===== src/rtl/psr_map.vh =====
// constants, field positions and timing counts of the pressure readout block
`ifndef PSR_MAP_VH
`define PSR_MAP_VH

// ----------------------------------------------------------------
// mode control register fields and reset value
// ----------------------------------------------------------------
`define PSR_MODE_RESET 8'h93
`define PSR_MODE_RANGE_LSB 0
`define PSR_MODE_RANGE_MSB 1
`define PSR_MODE_FILT_LSB 2
`define PSR_MODE_FILT_MSB 4
`define PSR_MODE_AZ_EN 5
`define PSR_MODE_AZ_TRACK 6
`define PSR_MODE_NOISE_SUP 7

// ----------------------------------------------------------------
// rate control register reset value
// ----------------------------------------------------------------
`define PSR_RATE_RESET 8'h00

// ----------------------------------------------------------------
// extended stream layout (zero-based byte index)
// ----------------------------------------------------------------
`define PSR_IDX_PRESS_HI 5'h00
`define PSR_IDX_PRESS_LO 5'h01
`define PSR_IDX_TEMP_HI 5'h02
`define PSR_IDX_TEMP_LO 5'h03
`define PSR_IDX_MODEL_0 5'h04
`define PSR_IDX_SERIAL_0 5'h0A
`define PSR_IDX_BUILD_0 5'h0E
`define PSR_STREAM_LEN 5'h14
`define PSR_UNDEF_BYTE 8'h00

// ----------------------------------------------------------------
// output scaling: full scale lands on 90 percent of the signed span
// ----------------------------------------------------------------
`define PSR_SCALE_NUM 16'h7333
`define PSR_SCALE_SHIFT 15
`define PSR_NOISE_FLOOR 16'h0010

// ----------------------------------------------------------------
// automatic rate divisors, one per filter corner code
// ----------------------------------------------------------------
`define PSR_AUTO_DIV_0 8'h0A
`define PSR_AUTO_DIV_1 8'h05
`define PSR_AUTO_DIV_2 8'h04
`define PSR_AUTO_DIV_3 8'h03
`define PSR_AUTO_DIV_4 8'h02
`define PSR_AUTO_DIV_5 8'h02
`define PSR_AUTO_DIV_6 8'h01
`define PSR_AUTO_DIV_7 8'h01

// ----------------------------------------------------------------
// timing
// ----------------------------------------------------------------
`define PSR_CLK_PERIOD_NS 100
`define PSR_POR_DELAY_NS 10000
`define PSR_POR_CYCLES ((`PSR_POR_DELAY_NS + `PSR_CLK_PERIOD_NS - 1) / `PSR_CLK_PERIOD_NS)

`endif


===== src/rtl/psr_spi_slave.v =====
// serial shifter for the four-wire link, byte framed, msb first
`include "psr_map.vh"

module psr_spi_slave (
  input wire clk_sys,
  input wire rst_b,
  input wire linkEnable,
  input wire selActive,
  input wire sclkPin,
  input wire mosiPin,
  input wire [7:0] txByte,
  output wire startPulse,
  output wire endPulse,
  output reg [4:0] byteIdx_q,
  output reg rxStrobe_q,
  output reg [4:0] rxIdx_q,
  output reg [7:0] rxByte_q,
  output wire misoOut,
  output wire misoOe
);

  // ----------------------------------------------------------------
  // pin synchronisers
  // ----------------------------------------------------------------
  reg [1:0] sclkSync_q; // bit 0 is read only by bit 1
  reg [1:0] mosiSync_q; // same depth keeps data aligned with clock
  reg sclkPrev_q; // delayed clock for edge detection
  reg active_q; // framed and enabled, one cycle late
  reg [2:0] bitCnt_q; // bit position within byte
  reg [6:0] rxShift_q; // received bits so far
  reg [7:0] txShift_q; // outgoing byte, msb on the pin
  reg loadReq_q; // fetch txByte next cycle
  reg loadSkip_q; // boundary load: next fall must not shift
  reg skipFall_q; // swallow one falling edge
  wire active;
  wire sclkRise;
  wire sclkFall;

  assign active = linkEnable & selActive;
  assign sclkRise = sclkSync_q[1] & ~sclkPrev_q;
  assign sclkFall = ~sclkSync_q[1] & sclkPrev_q;
  assign startPulse = active & ~active_q;
  assign endPulse = ~active & active_q;
  assign misoOut = txShift_q[7];
  assign misoOe = active_q;

  // ----------------------------------------------------------------
  // synchronise and detect edges
  // ----------------------------------------------------------------
  always @(posedge clk_sys or negedge rst_b)
  begin
    if (!rst_b)
    begin
      sclkSync_q <= 2'b00;
      mosiSync_q <= 2'b00;
      sclkPrev_q <= 1'b0;
      active_q <= 1'b0;
    end
    else
    begin
      sclkSync_q <= {sclkSync_q[0], sclkPin};
      mosiSync_q <= {mosiSync_q[0], mosiPin};
      sclkPrev_q <= sclkSync_q[1];
      active_q <= active;
    end
  end

  // ----------------------------------------------------------------
  // receive side: sample on rising edge
  // ----------------------------------------------------------------
  always @(posedge clk_sys or negedge rst_b)
  begin
    if (!rst_b)
    begin
      bitCnt_q <= 3'h0;
      rxShift_q <= 7'h00;
      byteIdx_q <= 5'h00;
      rxStrobe_q <= 1'b0;
      rxIdx_q <= 5'h00;
      rxByte_q <= 8'h00;
    end
    else
    begin
      rxStrobe_q <= 1'b0;
      if (startPulse)
      begin
        // new frame restarts at byte zero
        bitCnt_q <= 3'h0;
        byteIdx_q <= 5'h00;
      end
      else if (active && sclkRise)
      begin
        rxShift_q <= {rxShift_q[5:0], mosiSync_q[1]};
        bitCnt_q <= bitCnt_q + 3'h1;
        if (bitCnt_q == 3'h7)
        begin
          // whole byte: hand it up with its position
          rxByte_q <= {rxShift_q, mosiSync_q[1]};
          rxIdx_q <= byteIdx_q;
          rxStrobe_q <= 1'b1;
          // saturate past the stream end; index width stays small
          if (byteIdx_q != 5'h1F)
            byteIdx_q <= byteIdx_q + 5'h01;
        end
      end
    end
  end

  // ----------------------------------------------------------------
  // transmit side: load per byte, shift on falling edge
  // ----------------------------------------------------------------
  always @(posedge clk_sys or negedge rst_b)
  begin
    if (!rst_b)
    begin
      txShift_q <= 8'h00;
      loadReq_q <= 1'b0;
      loadSkip_q <= 1'b0;
      skipFall_q <= 1'b0;
    end
    else
    begin
      if (startPulse)
      begin
        // first byte: no falling edge precedes the first rise
        loadReq_q <= 1'b1;
        loadSkip_q <= 1'b0;
        skipFall_q <= 1'b0;
      end
      else if (active && sclkRise && bitCnt_q == 3'h7)
      begin
        loadReq_q <= 1'b1;
        loadSkip_q <= 1'b1;
      end
      else if (loadReq_q)
      begin
        // txByte follows byteIdx, settled one cycle after it moved
        txShift_q <= txByte;
        loadReq_q <= 1'b0;
        skipFall_q <= loadSkip_q;
      end
      else if (active && sclkFall)
      begin
        if (skipFall_q)
          skipFall_q <= 1'b0;
        else
          txShift_q <= {txShift_q[6:0], 1'b0};
      end
    end
  end

endmodule // psr_spi_slave


===== src/rtl/psr_rate_gen.v =====
// data-ready pacing: down-counter on the internal update tick
`include "psr_map.vh"

module psr_rate_gen (
  input wire clk_sys,
  input wire rst_b,
  input wire updateTick,
  input wire [7:0] rateValue,
  input wire [2:0] filterSel,
  input wire pressRead,
  output reg data_ready_flag
);

  // ----------------------------------------------------------------
  // automatic divisor per filter corner, about 498 Hz / (2 * corner)
  // ----------------------------------------------------------------
  function [7:0] autoDiv;
    input [2:0] code;
    begin
      case (code)
        3'h0: autoDiv = `PSR_AUTO_DIV_0;
        3'h1: autoDiv = `PSR_AUTO_DIV_1;
        3'h2: autoDiv = `PSR_AUTO_DIV_2;
        3'h3: autoDiv = `PSR_AUTO_DIV_3;
        3'h4: autoDiv = `PSR_AUTO_DIV_4;
        3'h5: autoDiv = `PSR_AUTO_DIV_5;
        3'h6: autoDiv = `PSR_AUTO_DIV_6;
        default: autoDiv = `PSR_AUTO_DIV_7;
      endcase
    end
  endfunction

  reg [7:0] count_q; // ticks left before expiry
  wire [7:0] reload; // divisor in force

  assign reload = (rateValue == 8'h00) ? autoDiv(filterSel) : rateValue;

  // ----------------------------------------------------------------
  // counter and flag; a set in the clearing cycle wins
  // ----------------------------------------------------------------
  always @(posedge clk_sys or negedge rst_b)
  begin
    if (!rst_b)
    begin
      count_q <= 8'h01;
      data_ready_flag <= 1'b0;
    end
    else
    begin
      if (updateTick)
      begin
        if (count_q <= 8'h01)
        begin
          count_q <= reload;
          data_ready_flag <= 1'b1;
        end
        else
          count_q <= count_q - 8'h01;
      end
      if (pressRead && !(updateTick && count_q <= 8'h01))
        data_ready_flag <= 1'b0;
    end
  end

endmodule // psr_rate_gen


===== src/rtl/psr_readout.v =====
// top of the pressure readout: link, mode and rate control, output shaping, stream
//
// Overview of operation
// - extended bytes follow pressure while host clocks
// - bytes 3-4 carry 8.8 signed temperature
// - model text bytes 5-10, build 15-20
// - serial number in bytes 11 to 14
// - one select frame streams up to 20
// - frame may stop at any byte count
// - only first two received bytes are used
// - bytes past twenty are undefined
// - mode selects range and filter corner
// - bit 5 rising edge captures zero point
// - bit 5 clear removes zero offset
// - bit 6 sampled at enable edge picks mode
// - standard mode subtracts captured zero
// - tracking follows zero inside noise floor
// - bit 7 suppresses noise around zero
// - new mode visible from second cycle
// - rate value reloads data-ready down-counter
// - zero rate means automatic rate
// - pressure signed sixteen bits, high first
// - full scale maps to 90 percent span
// - pressure read clears data-ready
// - whole words, msb first both lines
// - mode then rate sent, pressure returned
// - select pin after power-on picks interface
`include "psr_map.vh"

module psr_readout #(
  parameter [47:0] MODEL_TEXT = 48'h4142_4344_4500, // arbitrary value
  parameter [31:0] SERIAL_NUM = 32'h1234_5678, // arbitrary value
  parameter [47:0] BUILD_TEXT = 48'h3031_3233_3400 // arbitrary value
) (
  input wire clk_sys,
  input wire rst_b,
  input wire [15:0] rawPressure,
  input wire rawValid,
  input wire [15:0] tempIn,
  input wire port_select_low,
  input wire sclkPin,
  input wire mosiPin,
  output wire misoOut,
  output wire misoOe,
  output wire data_ready_flag,
  output reg [1:0] rangeSel_q,
  output reg [2:0] filterSel_q,
  output reg noiseSupEn_q,
  output reg spiMode_q,
  output reg ifaceReady_q
);

  // ----------------------------------------------------------------
  // helpers
  // ----------------------------------------------------------------
  // clamp a 17-bit signed difference to 16 bits
  function [15:0] sat16;
    input [16:0] v;
    begin
      if (v[16] != v[15])
        sat16 = v[16] ? 16'h8000 : 16'h7FFF;
      else
        sat16 = v[15:0];
    end
  endfunction

  // magnitude of a signed word, saturating at the top
  function [15:0] mag16;
    input [15:0] v;
    begin
      if (v == 16'h8000)
        mag16 = 16'h7FFF;
      else if (v[15])
        mag16 = 16'h0000 - v;
      else
        mag16 = v;
    end
  endfunction

  // signed difference a - b, saturated
  function [15:0] subSat;
    input [15:0] a;
    input [15:0] b;
    begin
      subSat = sat16({a[15], a} - {b[15], b});
    end
  endfunction

  // ----------------------------------------------------------------
  // select pin synchroniser and interface choice
  // ----------------------------------------------------------------
  reg [1:0] selSync_q; // bit 0 read only by bit 1
  reg [15:0] porCnt_q; // power-on delay counter
  wire selActive; // frame open on the four-wire link

  assign selActive = ~selSync_q[1];

  always @(posedge clk_sys or negedge rst_b)
  begin
    if (!rst_b)
      selSync_q <= 2'b11;
    else
      selSync_q <= {selSync_q[0], port_select_low};
  end

  // catch the strap level once the delay has run out
  always @(posedge clk_sys or negedge rst_b)
  begin
    if (!rst_b)
    begin
      porCnt_q <= 16'h0000;
      ifaceReady_q <= 1'b0;
      spiMode_q <= 1'b0;
    end
    else if (!ifaceReady_q)
    begin
      if (porCnt_q == `PSR_POR_CYCLES - 1)
      begin
        // high strap selects the four-wire link
        ifaceReady_q <= 1'b1;
        spiMode_q <= selSync_q[1];
      end
      else
        porCnt_q <= porCnt_q + 16'h0001;
    end
  end

  // ----------------------------------------------------------------
  // serial link
  // ----------------------------------------------------------------
  wire startPulse; // frame opened
  wire endPulse; // frame closed
  wire [4:0] byteIdx; // byte being sent
  wire rxStrobe; // received byte valid
  wire [4:0] rxIdx; // its position in the frame
  wire [7:0] rxByte; // its value
  reg [7:0] txByte; // byte for the current position

  // word framing and bit order live in the shifter
  psr_spi_slave uLink (
    .clk_sys(clk_sys),
    .rst_b(rst_b),
    .linkEnable(ifaceReady_q & spiMode_q),
    .selActive(selActive),
    .sclkPin(sclkPin),
    .mosiPin(mosiPin),
    .txByte(txByte),
    .startPulse(startPulse),
    .endPulse(endPulse),
    .byteIdx_q(byteIdx),
    .rxStrobe_q(rxStrobe),
    .rxIdx_q(rxIdx),
    .rxByte_q(rxByte),
    .misoOut(misoOut),
    .misoOe(misoOe)
  );

  // ----------------------------------------------------------------
  // received control bytes, staged and applied
  // ----------------------------------------------------------------
  reg [7:0] rxMode_q; // mode byte of this frame
  reg [7:0] rxRate_q; // rate byte of this frame
  reg gotMode_q; // mode byte arrived this frame
  reg gotRate_q; // rate byte arrived this frame
  reg [7:0] stagedMode_q; // written, not yet in force
  reg [7:0] activeMode_q; // mode in force
  reg [7:0] rate_q; // rate value in force

  // first byte is mode, second is rate
  always @(posedge clk_sys or negedge rst_b)
  begin
    if (!rst_b)
    begin
      rxMode_q <= `PSR_MODE_RESET;
      rxRate_q <= `PSR_RATE_RESET;
      gotMode_q <= 1'b0;
      gotRate_q <= 1'b0;
    end
    else if (startPulse)
    begin
      gotMode_q <= 1'b0;
      gotRate_q <= 1'b0;
    end
    else if (rxStrobe)
    begin
      if (rxIdx == 5'h00)
      begin
        rxMode_q <= rxByte;
        gotMode_q <= 1'b1;
      end
      else if (rxIdx == 5'h01)
      begin
        rxRate_q <= rxByte;
        gotRate_q <= 1'b1;
      end
    end
  end

  // staging: a frame's mode takes hold when the next frame opens,
  // after that frame's data has already been frozen
  always @(posedge clk_sys or negedge rst_b)
  begin
    if (!rst_b)
    begin
      stagedMode_q <= `PSR_MODE_RESET;
      activeMode_q <= `PSR_MODE_RESET;
      rate_q <= `PSR_RATE_RESET;
    end
    else
    begin
      if (endPulse && gotMode_q)
        stagedMode_q <= rxMode_q;
      // rate needs no latency; only complete bytes count
      if (endPulse && gotRate_q)
        rate_q <= rxRate_q;
      if (startPulse)
        activeMode_q <= stagedMode_q;
    end
  end

  // range and filter fields drive the front end
  always @(posedge clk_sys or negedge rst_b)
  begin
    if (!rst_b)
    begin
      rangeSel_q <= 2'b11;
      filterSel_q <= 3'b100;
      noiseSupEn_q <= 1'b1;
    end
    else
    begin
      rangeSel_q <= activeMode_q[`PSR_MODE_RANGE_MSB:`PSR_MODE_RANGE_LSB];
      filterSel_q <= activeMode_q[`PSR_MODE_FILT_MSB:`PSR_MODE_FILT_LSB];
      noiseSupEn_q <= activeMode_q[`PSR_MODE_NOISE_SUP];
    end
  end

  // ----------------------------------------------------------------
  // output shaping: scale, zero, suppression
  // ----------------------------------------------------------------
  reg [15:0] scaled_q; // compensated value at 90 percent span
  reg [15:0] zeroPt_q; // captured zero point
  reg trackMode_q; // tracking chosen at enable edge
  reg [15:0] outPress_q; // pressure ready for the stream
  reg [15:0] outTemp_q; // temperature ready for the stream
  reg [31:0] product; // scaling product
  reg [15:0] shaped; // next output word
  wire azRise; // enable bit rising on promotion
  wire [15:0] dev; // distance from zero point

  assign azRise = startPulse & stagedMode_q[`PSR_MODE_AZ_EN] & ~activeMode_q[`PSR_MODE_AZ_EN];
  assign dev = subSat(scaled_q, zeroPt_q);

  // multiply by 0.9 in fixed point
  always @*
  begin
    product = $signed(rawPressure) * $signed({1'b0, `PSR_SCALE_NUM});
  end

  always @(posedge clk_sys or negedge rst_b)
  begin
    if (!rst_b)
    begin
      scaled_q <= 16'h0000;
      outTemp_q <= 16'h0000;
    end
    else if (rawValid)
    begin
      scaled_q <= product[30:15];
      // temperature passes as 8.8 fixed point
      outTemp_q <= tempIn;
    end
  end

  // zero point capture and tracking
  always @(posedge clk_sys or negedge rst_b)
  begin
    if (!rst_b)
    begin
      zeroPt_q <= 16'h0000;
      trackMode_q <= 1'b0;
    end
    else if (azRise)
    begin
      zeroPt_q <= scaled_q;
      trackMode_q <= stagedMode_q[`PSR_MODE_AZ_TRACK];
    end
    else if (activeMode_q[`PSR_MODE_AZ_EN] && trackMode_q && mag16(dev) <= `PSR_NOISE_FLOOR)
      // follow zero inside noise floor only
      zeroPt_q <= scaled_q;
  end

  // combine zero offset and suppression
  always @*
  begin
    shaped = scaled_q;
    if (activeMode_q[`PSR_MODE_AZ_EN])
      shaped = dev;
    if (activeMode_q[`PSR_MODE_NOISE_SUP] && mag16(shaped) <= `PSR_NOISE_FLOOR)
      shaped = 16'h0000;
  end

  always @(posedge clk_sys or negedge rst_b)
  begin
    if (!rst_b)
      outPress_q <= 16'h0000;
    else
      outPress_q <= shaped;
  end

  // ----------------------------------------------------------------
  // stream snapshot and byte selection
  // ----------------------------------------------------------------
  reg [15:0] snapPress_q; // pressure frozen for this frame
  reg [15:0] snapTemp_q; // temperature frozen for this frame

  // one snapshot serves the whole frame
  always @(posedge clk_sys or negedge rst_b)
  begin
    if (!rst_b)
    begin
      snapPress_q <= 16'h0000;
      snapTemp_q <= 16'h0000;
    end
    else if (startPulse)
    begin
      snapPress_q <= outPress_q;
      snapTemp_q <= outTemp_q;
    end
  end

  // byte order of the extended stream
  always @*
  begin
    txByte = `PSR_UNDEF_BYTE;
    if (byteIdx == `PSR_IDX_PRESS_HI)
      txByte = snapPress_q[15:8];
    else if (byteIdx == `PSR_IDX_PRESS_LO)
      txByte = snapPress_q[7:0];
    else if (byteIdx == `PSR_IDX_TEMP_HI)
      txByte = snapTemp_q[15:8];
    else if (byteIdx == `PSR_IDX_TEMP_LO)
      txByte = snapTemp_q[7:0];
    else if (byteIdx < `PSR_IDX_SERIAL_0)
      txByte = MODEL_TEXT[8 * (5 - (byteIdx - `PSR_IDX_MODEL_0)) +: 8];
    else if (byteIdx < `PSR_IDX_BUILD_0)
      txByte = SERIAL_NUM[8 * (3 - (byteIdx - `PSR_IDX_SERIAL_0)) +: 8];
    else if (byteIdx < `PSR_STREAM_LEN)
      txByte = BUILD_TEXT[8 * (5 - (byteIdx - `PSR_IDX_BUILD_0)) +: 8];
    // past the stream the filler byte goes out
  end

  // ----------------------------------------------------------------
  // data-ready pacing
  // ----------------------------------------------------------------
  // a short frame only reads what it clocked; clearing is per frame
  psr_rate_gen uRate (
    .clk_sys(clk_sys),
    .rst_b(rst_b),
    .updateTick(rawValid),
    .rateValue(rate_q),
    .filterSel(activeMode_q[`PSR_MODE_FILT_MSB:`PSR_MODE_FILT_LSB]),
    .pressRead(startPulse),
    .data_ready_flag(data_ready_flag)
  );

endmodule // psr_readout


===== config.mk =====
export PLATFORM = sky130hd
export DESIGN_NAME = psr_readout
export DESIGN_NICKNAME = d
export VERILOG_FILES = /design/src/rtl/psr_spi_slave.v /design/src/rtl/psr_rate_gen.v /design/src/rtl/psr_readout.v
export VERILOG_INCLUDE_DIRS = /design/src /design/src/rtl
export SDC_FILE = /design/constraint.sdc
export NUM_CORES = 1
export LEC_CHECK = 0
export BUFFER_PORTS_ARGS = -buffer_cell sky130_fd_sc_hd__buf_2
export CAP_MARGIN = 15
export CORE_MARGIN = 2
export CORE_UTILIZATION = 50
export DETAILED_ROUTE_END_ITERATION = 8
export GPL_TIMING_DRIVEN = 0
export HOLD_SLACK_MARGIN = 0.1
export PLACE_DENSITY = 0.77
export SETUP_SLACK_MARGIN = 0.15
export SLEW_MARGIN = 20
export SYNTH_ARGS = -nofsm -noshare
export SYNTH_HDL_FRONTEND = slang
export SYNTH_SLANG_ARGS = --single-unit

===== constraint.sdc =====
create_clock -name clk_sys -period 14.2 [get_ports clk_sys]
set_input_delay 0.71 -clock clk_sys [delete_from_list [all_inputs] [get_ports clk_sys]]
set_output_delay 0.71 -clock clk_sys [all_outputs]
set_load 0.1 [all_outputs]

* Word-level counts from Yosys, hierarchy flattened
Cells that the tools add are included.
** Operators by class
- Shift operators :: 3
- $add $sub $neg :: 13
- Reduce and logical (&&, ||, !) cells :: 40
- Multiplexer cells :: 53
- Bitwise operators :: 19
- Equal/unequal tests :: 18
- Multipliers :: 1
- Magnitude comparators :: 6
** Operators with widths (number)
- 2-to-1 mux 16 bit :: 11
- 2-to-1 mux 8 bit :: 12
- indexed part select 48 x 33 -> 8 bit, first input constant :: 2
- indexed part select 32 x 33 -> 8 bit, first input constant :: 1
- equality test 16 bit, second input constant :: 2
- <= comparator 16 x 5 -> 1 bit, second input constant :: 2
- subtractor 1 x 16 -> 16 bit, first input constant :: 2
- multiplier 16 x 16 -> 31 bit, second input constant :: 1
- 2-to-1 mux 1 bit :: 23
- nonzero test 2 bit :: 11
- 2-to-1 mux 5 bit :: 4
- case mux 4 bit (5 select lines) :: 1
- subtractor 16 x 16 -> 17 bit :: 1
- adder 16 x 1 -> 16 bit, second input constant :: 1
- equality test 16 x 7 -> 1 bit, second input constant :: 1
- subtractor 4 x 6 -> 7 bit, first input constant :: 2
- AND reduction 2 bit :: 6
- AND reduction 3 bit :: 4
- subtractor 5 x 4 -> 6 bit, second input constant :: 2
- NOT 1 bit :: 11
- equality test 5 x 1 -> 1 bit, second input constant :: 2
- equality test 5 x 2 -> 1 bit, second input constant :: 2
- logical AND 1 bit :: 10
- logical NOT 5 bit :: 2
- 23 further kinds :: 37
** Storage, ports and cells
- Register bits :: 220
- Input port bits :: 38

* Depth between registers and ports, before layout
Gate-level depths: netlist of run 1.
- Depth in word-level cells :: 11
- Depth in mapped cells :: 25

* Cells and area by module
Synthesis of run 1 repeated with hierarchy kept, for this count alone.
** Unflattened totals
- Cell total of the unflattened synthesis :: 1671
- Area total of the unflattened synthesis :: 17082.6 um^2
** Modules (own cells, without submodules)
- psr_readout :: cells each 1465, seq. area each 4126.5 um^2, area each 14497.7 um^2, times used 1
- psr_spi_slave :: cells each 138, seq. area each 1151.1 um^2, area each 1975.6 um^2, times used 1
- psr_rate_gen :: cells each 68, seq. area each 226.5 um^2, area each 609.3 um^2, times used 1

* Worst setup path before layout of run 1
OpenSTA, ideal clock, no wires.
- Path type :: input -> register
- Start point :: in rawPressure[14]
- End point :: reg scaled_q[14]
- Path slack :: 7937 ps
- Required time :: 14075 ps
- Cell stages on the path :: 25
- Library setup time :: 125 ps
- Data arrival time :: 6138 ps
- Cells stage by stage :: inv_1 ha_1 inv_1 ha_1 nand2b_1 nand2_1 fa_1 inv_1 fa_1 fa_1 fa_1 inv_1 ha_1 a21o_1 a21o_1 a21oi_1 o21ai_0 a21o_1 a21o_1 a21o_1 a211o_1 a21oi_1 o21bai_1 xor2_1 mux2_2
** Between the ends
- Longest elaborated chain between the ends :: 1
** RTL lines
- from (decl) :: line psr_readout.v:37 : input wire [15:0] rawPressure,
- multiplier 16 x 16 -> 31 bit :: line psr_readout.v:257 : product = $signed(rawPressure) * $signed({1'b0, `PSR_SCALE_NUM});
- to (signal assigned) :: line psr_readout.v:269 : scaled_q <= product[30:15];
- to (decl) :: line psr_readout.v:241 : reg [15:0] scaled_q;
No other way between the ends.
A chain may end at the register's enable or synchronous reset.

* Final worst setup path of run 1
- Start point :: in rawPressure[15]
- End point :: reg scaled_q[15]
The elaborated chain is that of the path after synthesis.

==> results.md, run 1 <==
- Largest family of logic cells by synthesized area: adder cells
- WL/cell: around 18 um
- Number of global-route vias before repair: between 10000 and 15000
- Setup TNS Final: 0 ns
- Global-route wire length before repair: 68300 um
- CTS tree: built
- Setup-failing EPs final: 0
- Via count: between 10000 and 15000
- Setup CP Type: in2reg
- Worst setup SP type: input pin
- WP data required: approximately 15 ns
- Fillers: between 2000 and 3000
- Starting Density: 50.8%
- Area Overhead vs Synth: 9.59%
- EDFF count, synth: 0
- Post-route DRC: 0
- Die H: between 150 and 200 um
- Slew headroom: approximately 26%
- H-tree depth: 1
- Die width: ~190 um
- Mux contribution to synthesized area: 7.49%
- Lkg Pwr: 9.08 nW
- RSZ-0062 raised after global routing: no
- Yosys warns: 0
- Hold Path Sink: selSync_q[0]$_DFF_PN1_
- Initial antenna violation count: 1
- Hold path start: port_select_low
- GRT Overall Usage: between 20% and 30%
- Syn Nets: roughly 2100
- Hold Path Class: in2reg
- Worst hold path depth: 1
- Clock Tree Buf Depth: 3
- Remaining antenna violation count: 0
- CP Capture Type: flop
- Ys flop type: dfrtp_1
- I/O pin count: about 50
- Skew-Pair Late Insertion Delay: roughly 0.52 ns
- Avg Cell Area, Syn: between 9 and 10 um^2
- Cell Pwr Density: between 200 and 250 nW/um^2
- IO Port Bufs: 47
- Cell taking the most area after synthesis: dfrtp_1
- Total Routed Length: approximately 41000 um
- CP peak stage delay: 0.78 ns
- CP cell instances: buf_2, clkinv_1, fa_1, inv_1, fa_1, inv_1, fa_1, fa_1, fa_1, inv_1, ha_1, a21o_1, a21o_1, a21oi_1, o21ai_0, a21o_1, a21o_1, a21o_1, a211o_1, a21oi_1, a21oi_1, xnor2_1, mux2_2
- Post-synth top area share: between 20% and 30%
- Gp weighted congestion: roughly 0.98
- Crit path buf inv count: 5
- Number of diodes: 0
- Nets: 2134
- R2r setup slk: roughly 8.3 ns
- Status: complete, no violations
- Top cells by area, synth: dfrtp_1 (29%), fa_1 (11%), ha_1 (11%), mux2_2 (5.9%), nand2_1 (4.8%)
- Reg clk slew, reported paths: roughly 0.060 ns
- Area share of fa/ha/maj cells after synthesis: between 20 and 25%
- CTS Sinks: ~220
- Critical-path maximum fanout: 18
- Simple-gate share of the synthesized area: between 10% and 20%
- Arr. time, crit path: approximately 7.0 ns
- Final period util: between 40% and 50%
- Postcts setup bufs: 0
- Post-synthesis instance area: 17100 um^2
- # rows: between 60 and 70
- Cell with the most instances after synthesis: nand2_1
- Fmax: 152 MHz
- Crit path depth: 23
- Hold violation count in the final report: 0
- Family with the most delay on the worst path: adder cells
- DR vias/cell: about 5.7
- Seq/Total Area, Yosys: around 32%
- CTS Buf Count: 24
- Synth top cells by count: nand2_1 (219), inv_1 (213), dfrtp_1 (200)
- Grt total ovfl: 0
- Max Clock Skew: between 0.01 and 0.015 ns
- Compound-gate portion of the synthesized area: around 14%
- Maximum number of pins on one net before global-route repair: between 100 and 150
- Power Total: between 0.004 and 0.005 W
- Synth cell types: 96
- Worst path slowest cell: fa_1
- Asr flop ratio synth: 100%
- Reg2Reg Depth: 20
- Synth Area in XOR/XNOR: under 10%
- RR Endpoint: zeroPt_q[10]$_DFFE_PN0P_
- Core region area: 33600 um^2
- Dpl hpwl: around 32000 um
- Final min period: around 6.6 ns
- Max cap viols: 0
- Die ar.: between 30000 and 40000 um^2
- Max-slew violations: 0
- Tightest Pin Transition: ~1.1 ns
- Gate Count Post-Synth: 1777
- Worst vdd ir: roughly 300 uV
- Reg-to-Reg Start: scaled_q[0]$_DFFE_PN0P_
- Share of layout cells above drive strength 1: roughly an eighth
- Drt first-iter violations: 817
- First drt pass iteration count: 5
- CTS root buf: clkbuf_16
- Seq cells post-synth: about 220
==> cells in the final DEF, fill, tap and decap left out, drive strengths merged, types with 11 or more instances in the layout <==
master | synthesis | routed
clkbuf | 43 | 74
nand2 | 219 | 219
dfstp | 19 | 19
dfrtp | 200 | 200
fa | 98 | 98
xnor2 | 48 | 48
buf | 13 | 62
o211ai | 19 | 19
ha | 145 | 145
inv | 213 | 214
nand3 | 40 | 40
mux2i | 16 | 16
clkinv | 4 | 13
and2 | 11 | 11
a21oi | 85 | 85
mux2 | 98 | 98
nor2b | 12 | 12
nor2 | 99 | 99
nor4 | 11 | 11
nor3 | 31 | 31
nand2b | 11 | 11
o21ai | 79 | 79
nand4 | 16 | 16
a21o | 24 | 24
xor2 | 21 | 21
and3 | 15 | 15
==> how the worst max path moves through the flow <==
stage / from / end / slack, ns
after floorplan: rawPressure[14] / scaled_q[14]$_DFFE_PN0P_ / 7.94
after global placement: rawPressure[15] / scaled_q[15]$_DFFE_PN0P_ / 7.10
after detailed placement: rawPressure[15] / scaled_q[15]$_DFFE_PN0P_ / 7.01
after CTS: rawPressure[15] / scaled_q[15]$_DFFE_PN0P_ / 7.56
after global routing: rawPressure[15] / scaled_q[15]$_DFFE_PN0P_ / 7.16
final: rawPressure[15] / scaled_q[15]$_DFFE_PN0P_ / 7.61
==> worst reg2reg max path: cells and delay by family (launching register included) <==
kind | cells | cell delay [ns]
compound gates | 6 | 1.92
fa+ha+maj | 3 | 1.01
buf+inv | 4 | 0.58
flops | 1 | 0.41
mux | 1 | 0.34
simple gates | 6 | 1.51
==> per-layer routing <==
| layer | up-vias | track usage (%) | share of wire (%) |
|---|---|---|---|
| met4 | 0 | 7.27 | 3.1 |
| met5 | - | 0 | 0 |
| met3 | 77 | 3.02 | 5.1 |
| li1 | 6285 | - | - |
| met2 | 358 | 40.1 | 48 |
| met1 | 6540 | 31.8 | 44 |
==> registers in the layout, indices dropped and copies added, names as in the netlist, 16 cells and up <==
| signal | cells |
|---|---|
| outPress_q | 16 |
| outTemp_q | 16 |
| porCnt_q | 16 |
| scaled_q | 16 |
| snapPress_q | 16 |
| snapTemp_q | 16 |
| zeroPt_q | 16 |
==> stage by stage <==
| stage | instance area, um^2 | cells | util, % | setup slack (ns) | hold WS [ns] |
|---|---|---|---|---|---|
| 5_1_grt | 18700 | 2319 | 55.6 | 7.16 | 0.277 |
| 2_1_floorplan | 17100 | 1777 | - | 7.94 | 0.331 |
| 6_report | 18700 | 2319 | 55.6 | 7.61 | 0.293 |
| 3_5_place_dp | 17900 | 2274 | 53.4 | 7.01 | 0.340 |
| 3_3_place_gp | 17900 | 2272 | 53.1 | 7.10 | 0.341 |
| 4_1_cts | 18700 | 2319 | 55.6 | 7.56 | 0.278 |
==> what timing repair did <==
action,4_1_cts,5_1_grt
endpoints found under the hold margin,37,0
hold buffers,1,0
gates resized for setup,0,0
==> cell type report <==
cell class	count	area [um^2]	area share (%)
buffer	56	240	1.28
clock buffer	31	627	3.35
tap	448	561	3.00
multi-input combinational	1285	10500	56.3
inverter	217	815	4.35
timing repair buffer	50	310	1.66
clock inverter	13	114	0.609
sequential	219	5500	29.4
==> cell families (layout without fill, tap and decap cells) <==
logic type / count (synthesis) / count (layout)
and+or+nand+nor: 497 / 497
AOI/OAI and AO/OA: 354 / 354
buffers and inverters: 273 / 367
adders and majority gates: 251 / 251
DFF: 219 / 219
muxes: 114 / 114
xor gates and xnor gates: 69 / 69
==> power by group <==
| part | switching [W] | total (W) | internal (W) |
|---|---|---|---|
| Sequential | 0.0000705 | 0.000772 | 0.000701 |
| Combinational | 0.00157 | 0.00267 | 0.00110 |
| Clock | 0.000255 | 0.000588 | 0.000333 |
(Power assumes the default switching activity.)
==> run 2: changes to the inputs <==
--- a/config.mk
+++ b/config.mk
@@ -6,6 +6,7 @@
 export SDC_FILE = /design/constraint.sdc
 export NUM_CORES = 1
 export LEC_CHECK = 0
+export ABC_AREA = 1
 export BUFFER_PORTS_ARGS = -buffer_cell sky130_fd_sc_hd__buf_2
 export CAP_MARGIN = 15
 export CORE_MARGIN = 2
@@ -13,7 +14,7 @@
 export DETAILED_ROUTE_END_ITERATION = 8
 export GPL_TIMING_DRIVEN = 0
 export HOLD_SLACK_MARGIN = 0.1
-export PLACE_DENSITY = 0.77
+export PLACE_DENSITY = 0.8
 export SETUP_SLACK_MARGIN = 0.15
 export SLEW_MARGIN = 20
 export SYNTH_ARGS = -nofsm -noshare
==> constraint.sdc (replaced) <==
create_clock -name clk_sys -period 5.7 [get_ports clk_sys]
set_input_delay 0.285 -clock clk_sys [delete_from_list [all_inputs] [get_ports clk_sys]]
set_output_delay 0.285 -clock clk_sys [all_outputs]
set_load 0.1 [all_outputs]
==> results.md, run 2 <==
- Global-route wire length before repair: 63700 um (-6.8%)
- WL/cell: 14.4 um (-19%)
- Post-route DRC: 0 (unchanged)
- Via count: 13494 (+1.8%)
- Commonest non-fill, non-tap cell in the layout: nand2_1
- I/O pin count: 49 (unchanged)
- CTS tree: built
- Final period util: between 80% and 90%
- RR Endpoint: zeroPt_q[9]$_DFFE_PN0P_
- Post-route cell area: 18500 um^2 (-1.1%)
- Maximum number of pins on one net before global-route repair: 82 (-21%)
- Nets: 2422 (+13%)
- Seq cells post-synth: 219 (unchanged)
- DP Area: 17500 um^2 (-2.5%)
- Arr. time, crit path: 5.50 ns (-1.51 ns)
- Crit path buf inv count: 5 (unchanged)
- CTS Sinks: 219 (unchanged)
- Reg clk slew, reported paths: 0.06 ns (about the same)
- H-tree depth: 1 (unchanged)
- DR vias/cell: 5.19 (-9.2%)
- Skew-Pair Late Insertion Delay: 0.53 ns (about the same)
- Multi-input gate area: 9630 um^2 (-8.6%)
- CTS root buf: clkbuf_16
- Cell Pwr Density: 545 nW/um^2 (+150%)
- Asr flop ratio synth: 100% (unchanged)
- Total Routed Length: 37300 um (-9.3%)
- Synth cell types: 53 (-45%)
- Cell with the most instances after synthesis: nand2_1
- Die width: 186 um (-1.3%)
- Slew headroom: 37.1% (+11 points)
- Worst setup SP type: input pin
- Min Hold Slack: 0.292 ns (-0.000489 ns)
- Core region area: 32600 um^2 (-3.0%)
- Hold Path Class: in2async
- EDFF count, synth: 0 (unchanged)
- First drt pass iteration count: 5 (unchanged)
- CP Capture Type: flop
- R2r setup slk: 1.54 ns (-6.77 ns)
- Status: complete, no violations
- Worst path slowest cell: fa_1
- # rows: 66 (-1.5%)
- Starting Density: 51.0% (+0.21 points)
- Number of diodes: 0 (unchanged)
- Ys flop type: dfrtp_1
- Cell seen most often among critical-path stages: fa_1
- Tightest Pin Transition: 0.936 ns (-0.170 ns)
- IO Port Bufs: 48 (+2.1%)
- CP cell instances: buf_2, inv_4, fa_1, inv_1, fa_1, inv_1, fa_1, fa_1, fa_1, inv_1, ha_1, a21oi_1, o21ai_0, a21oi_1, nand2_1, a21boi_0, nor2_1, nor2_1, nand2_1, nand3_1, o21ai_0
- Synth top cells by count: nand2_1 (487), inv_1 (334), dfrtp_1 (200)
- Area Overhead vs Synth: 11.2%
- Die H: 186 um (-1.3%)
- Avg Cell Area, Syn: 8.13 um^2 (-15%)
- Syn Nets: 2327 (+13%)
- Setup-failing EPs final: 0 (unchanged)
- Seq/Total Area, Yosys: 33.1% (+0.85 points)
- Post-synthesis instance area: 16600 um^2 (-2.6%)
- Max-slew violations: 0 (unchanged)
- Commonest non-fill, non-tap cells in the layout: nand2_1 (487), inv_1 (334), dfrtp_1 (200)
- GRT Overall Usage: 21.8% (-1.9 points)
- Yosys warns: 0 (unchanged)
- Lkg Pwr: 9.53 nW (+5.0%)
- Max cap viols: 0 (unchanged)
- Reg-to-Reg Start: scaled_q[0]$_DFFE_PN0P_
- Initial antenna violation count: 0 (-1)
- Area occupied by registers: 5500 um^2 (unchanged)
- Hold violation count in the final report: 0 (unchanged)
- CTS Buf Count: 23 (-4.2%)
- Reg2Reg Depth: 29 (+45%)
- Worst vdd ir: 406 uV (+35%)
- Critical-path maximum fanout: 19 (+1)
- Gate Count Post-Synth: 2046 (+15%)
- Remaining antenna violation count: 0 (unchanged)
- Cell taking the most area after synthesis: dfrtp_1
- CP peak stage delay: 0.61 ns (-0.17 ns)
- Number of global-route vias before repair: 13678 (+1.1%)
- Share of layout cells above drive strength 1: 9.31% (-3.5 points)
- WP data required: 6.07 ns (-8.54 ns)
- Fmax: 195 MHz
- Clock Tree Buf Depth: 3 (unchanged)
- Top cells by area, synth: dfrtp_1 (30%), fa_1 (12%), nand2_1 (11%), ha_1 (11%), inv_1 (7.5%)
- Final min period: between 5 and 6 ns
- Crit path depth: 21 (-8.7%)
- Drt first-iter violations: 792 (-3.1%)
- Setup CP Type: in2reg
- Die ar.: 34700 um^2 (-2.5%)
- Gp weighted congestion: 0.947 (-3.3%)
- Max Clock Skew: 0.0149 ns (+0.00470 ns)
- Grt total ovfl: 0 (unchanged)
- RSZ-0062 raised after global routing: no
- Dpl hpwl: 29500 um (-8.4%)
- Post-synth top area share: 30.1% (+0.77 points)
- Family with the most delay on the worst path: adder cells
- Fillers: 2856 (-4.1%)
==> run 2: cell types whose count changed after synthesis, moves of 21 or more <==
cell     change
inv_1      +121
nor2_1      +21
xnor2_1     -21
nand3_1     +78
a21o_1      -22
nand2_1    +268
o21ai_0     +62
nand2_2     +28
mux2_2      -85
==> run 2: worst register-to-register path: cells and delay by family, from the launching register on <==
| family | cells | cell delay (ns) |
|---|---|---|
| DFF | 1 | 0.42 |
| adders and majority gates | 3 | 0.69 |
| and+or+nand+nor | 20 | 2.13 |
| AOI/OAI and AO/OA | 1 | 0.12 |
| buffers and inverters | 5 | 0.66 |
==> run 2: area by class of cell <==
cell class | count | area share, %
multi-input cells | 1441 | 52.1
flip-flops and latches | 219 | 29.8
inverters | 341 | 6.93
clock buffers | 36 | 3.65
well taps | 442 | 2.99
repair buffers | 70 | 2.73
plain buffers | 45 | 1.16
clock inverters | 6 | 0.683
==> run 2: layer usage <==
layer  wire [um]  part of all wire [%]  vias up  global-route usage (%)
met5           0                     0        -                       0
met4        1050                   2.8        0                    7.05
met3        1330                   3.6       70                    1.99
met2       18700                    50      290                    39.5
met1       16200                    43     6473                    27.4
li1            -                     -     6661                       -
==> run 2: kinds of logic after synthesis <==
family                     count (synthesis)  share of synthesized area, %
AOI/OAI and AO/OA                        284                          9.41
xor gates and xnor gates                  63                          3.32
adders and majority gates                243                          22.7
buffers and inverters                    386                          8.99
DFF                                      219                          33.1
muxes                                      4                         0.271
and+or+nand+nor                          847                          22.2
==> run 2: per-stage QoR <==
stage               utilization, %  TNS [ns]  cells  power [W]  worst slack, ns
global placement              53.4    -0.898   2536    0.00831           -0.280
finish                        56.7         0   2600     0.0101            0.576
global route                  56.7         0   2600     0.0112            0.231
detailed placement            53.6     -1.76   2538    0.00850           -0.418
floorplan                        -         0   2046    0.00710            0.680
CTS                           56.7         0   2600     0.0101            0.429
==> run 2: repair_timing <==
| item | CTS | global route |
|---|---|---|
| gates resized for setup | 1 | 1 |
| endpoints found under the hold margin | 83 | 0 |
| buffers inserted | 0 | 0 |
| hold buffers | 20 | 0 |
| pin swaps | 0 | 0 |
| setup endpoints to repair | 1 | 1 |
==> run 2: power breakdown <==
group | leakage, nW | internal [W] | switching, W
registers | 2.86 | 0.00174 | 0.000123
logic | 6.28 | 0.00255 | 0.00410
clock network | 0.391 | 0.000956 | 0.000611
total | 9.53 | 0.00524 | 0.00484
==> run 2: worst max path at each step <==
stage                         start  slack (ns)                        to
floorplan           rawPressure[15]        0.68  scaled_q[13]$_DFFE_PN0P_
global placement    rawPressure[15]       -0.28  scaled_q[13]$_DFFE_PN0P_
detailed placement  rawPressure[15]       -0.42  scaled_q[13]$_DFFE_PN0P_
CTS                 rawPressure[15]        0.43  scaled_q[13]$_DFFE_PN0P_
global route        rawPressure[14]        0.23  scaled_q[15]$_DFFE_PN0P_
finish              rawPressure[15]        0.58  scaled_q[13]$_DFFE_PN0P_
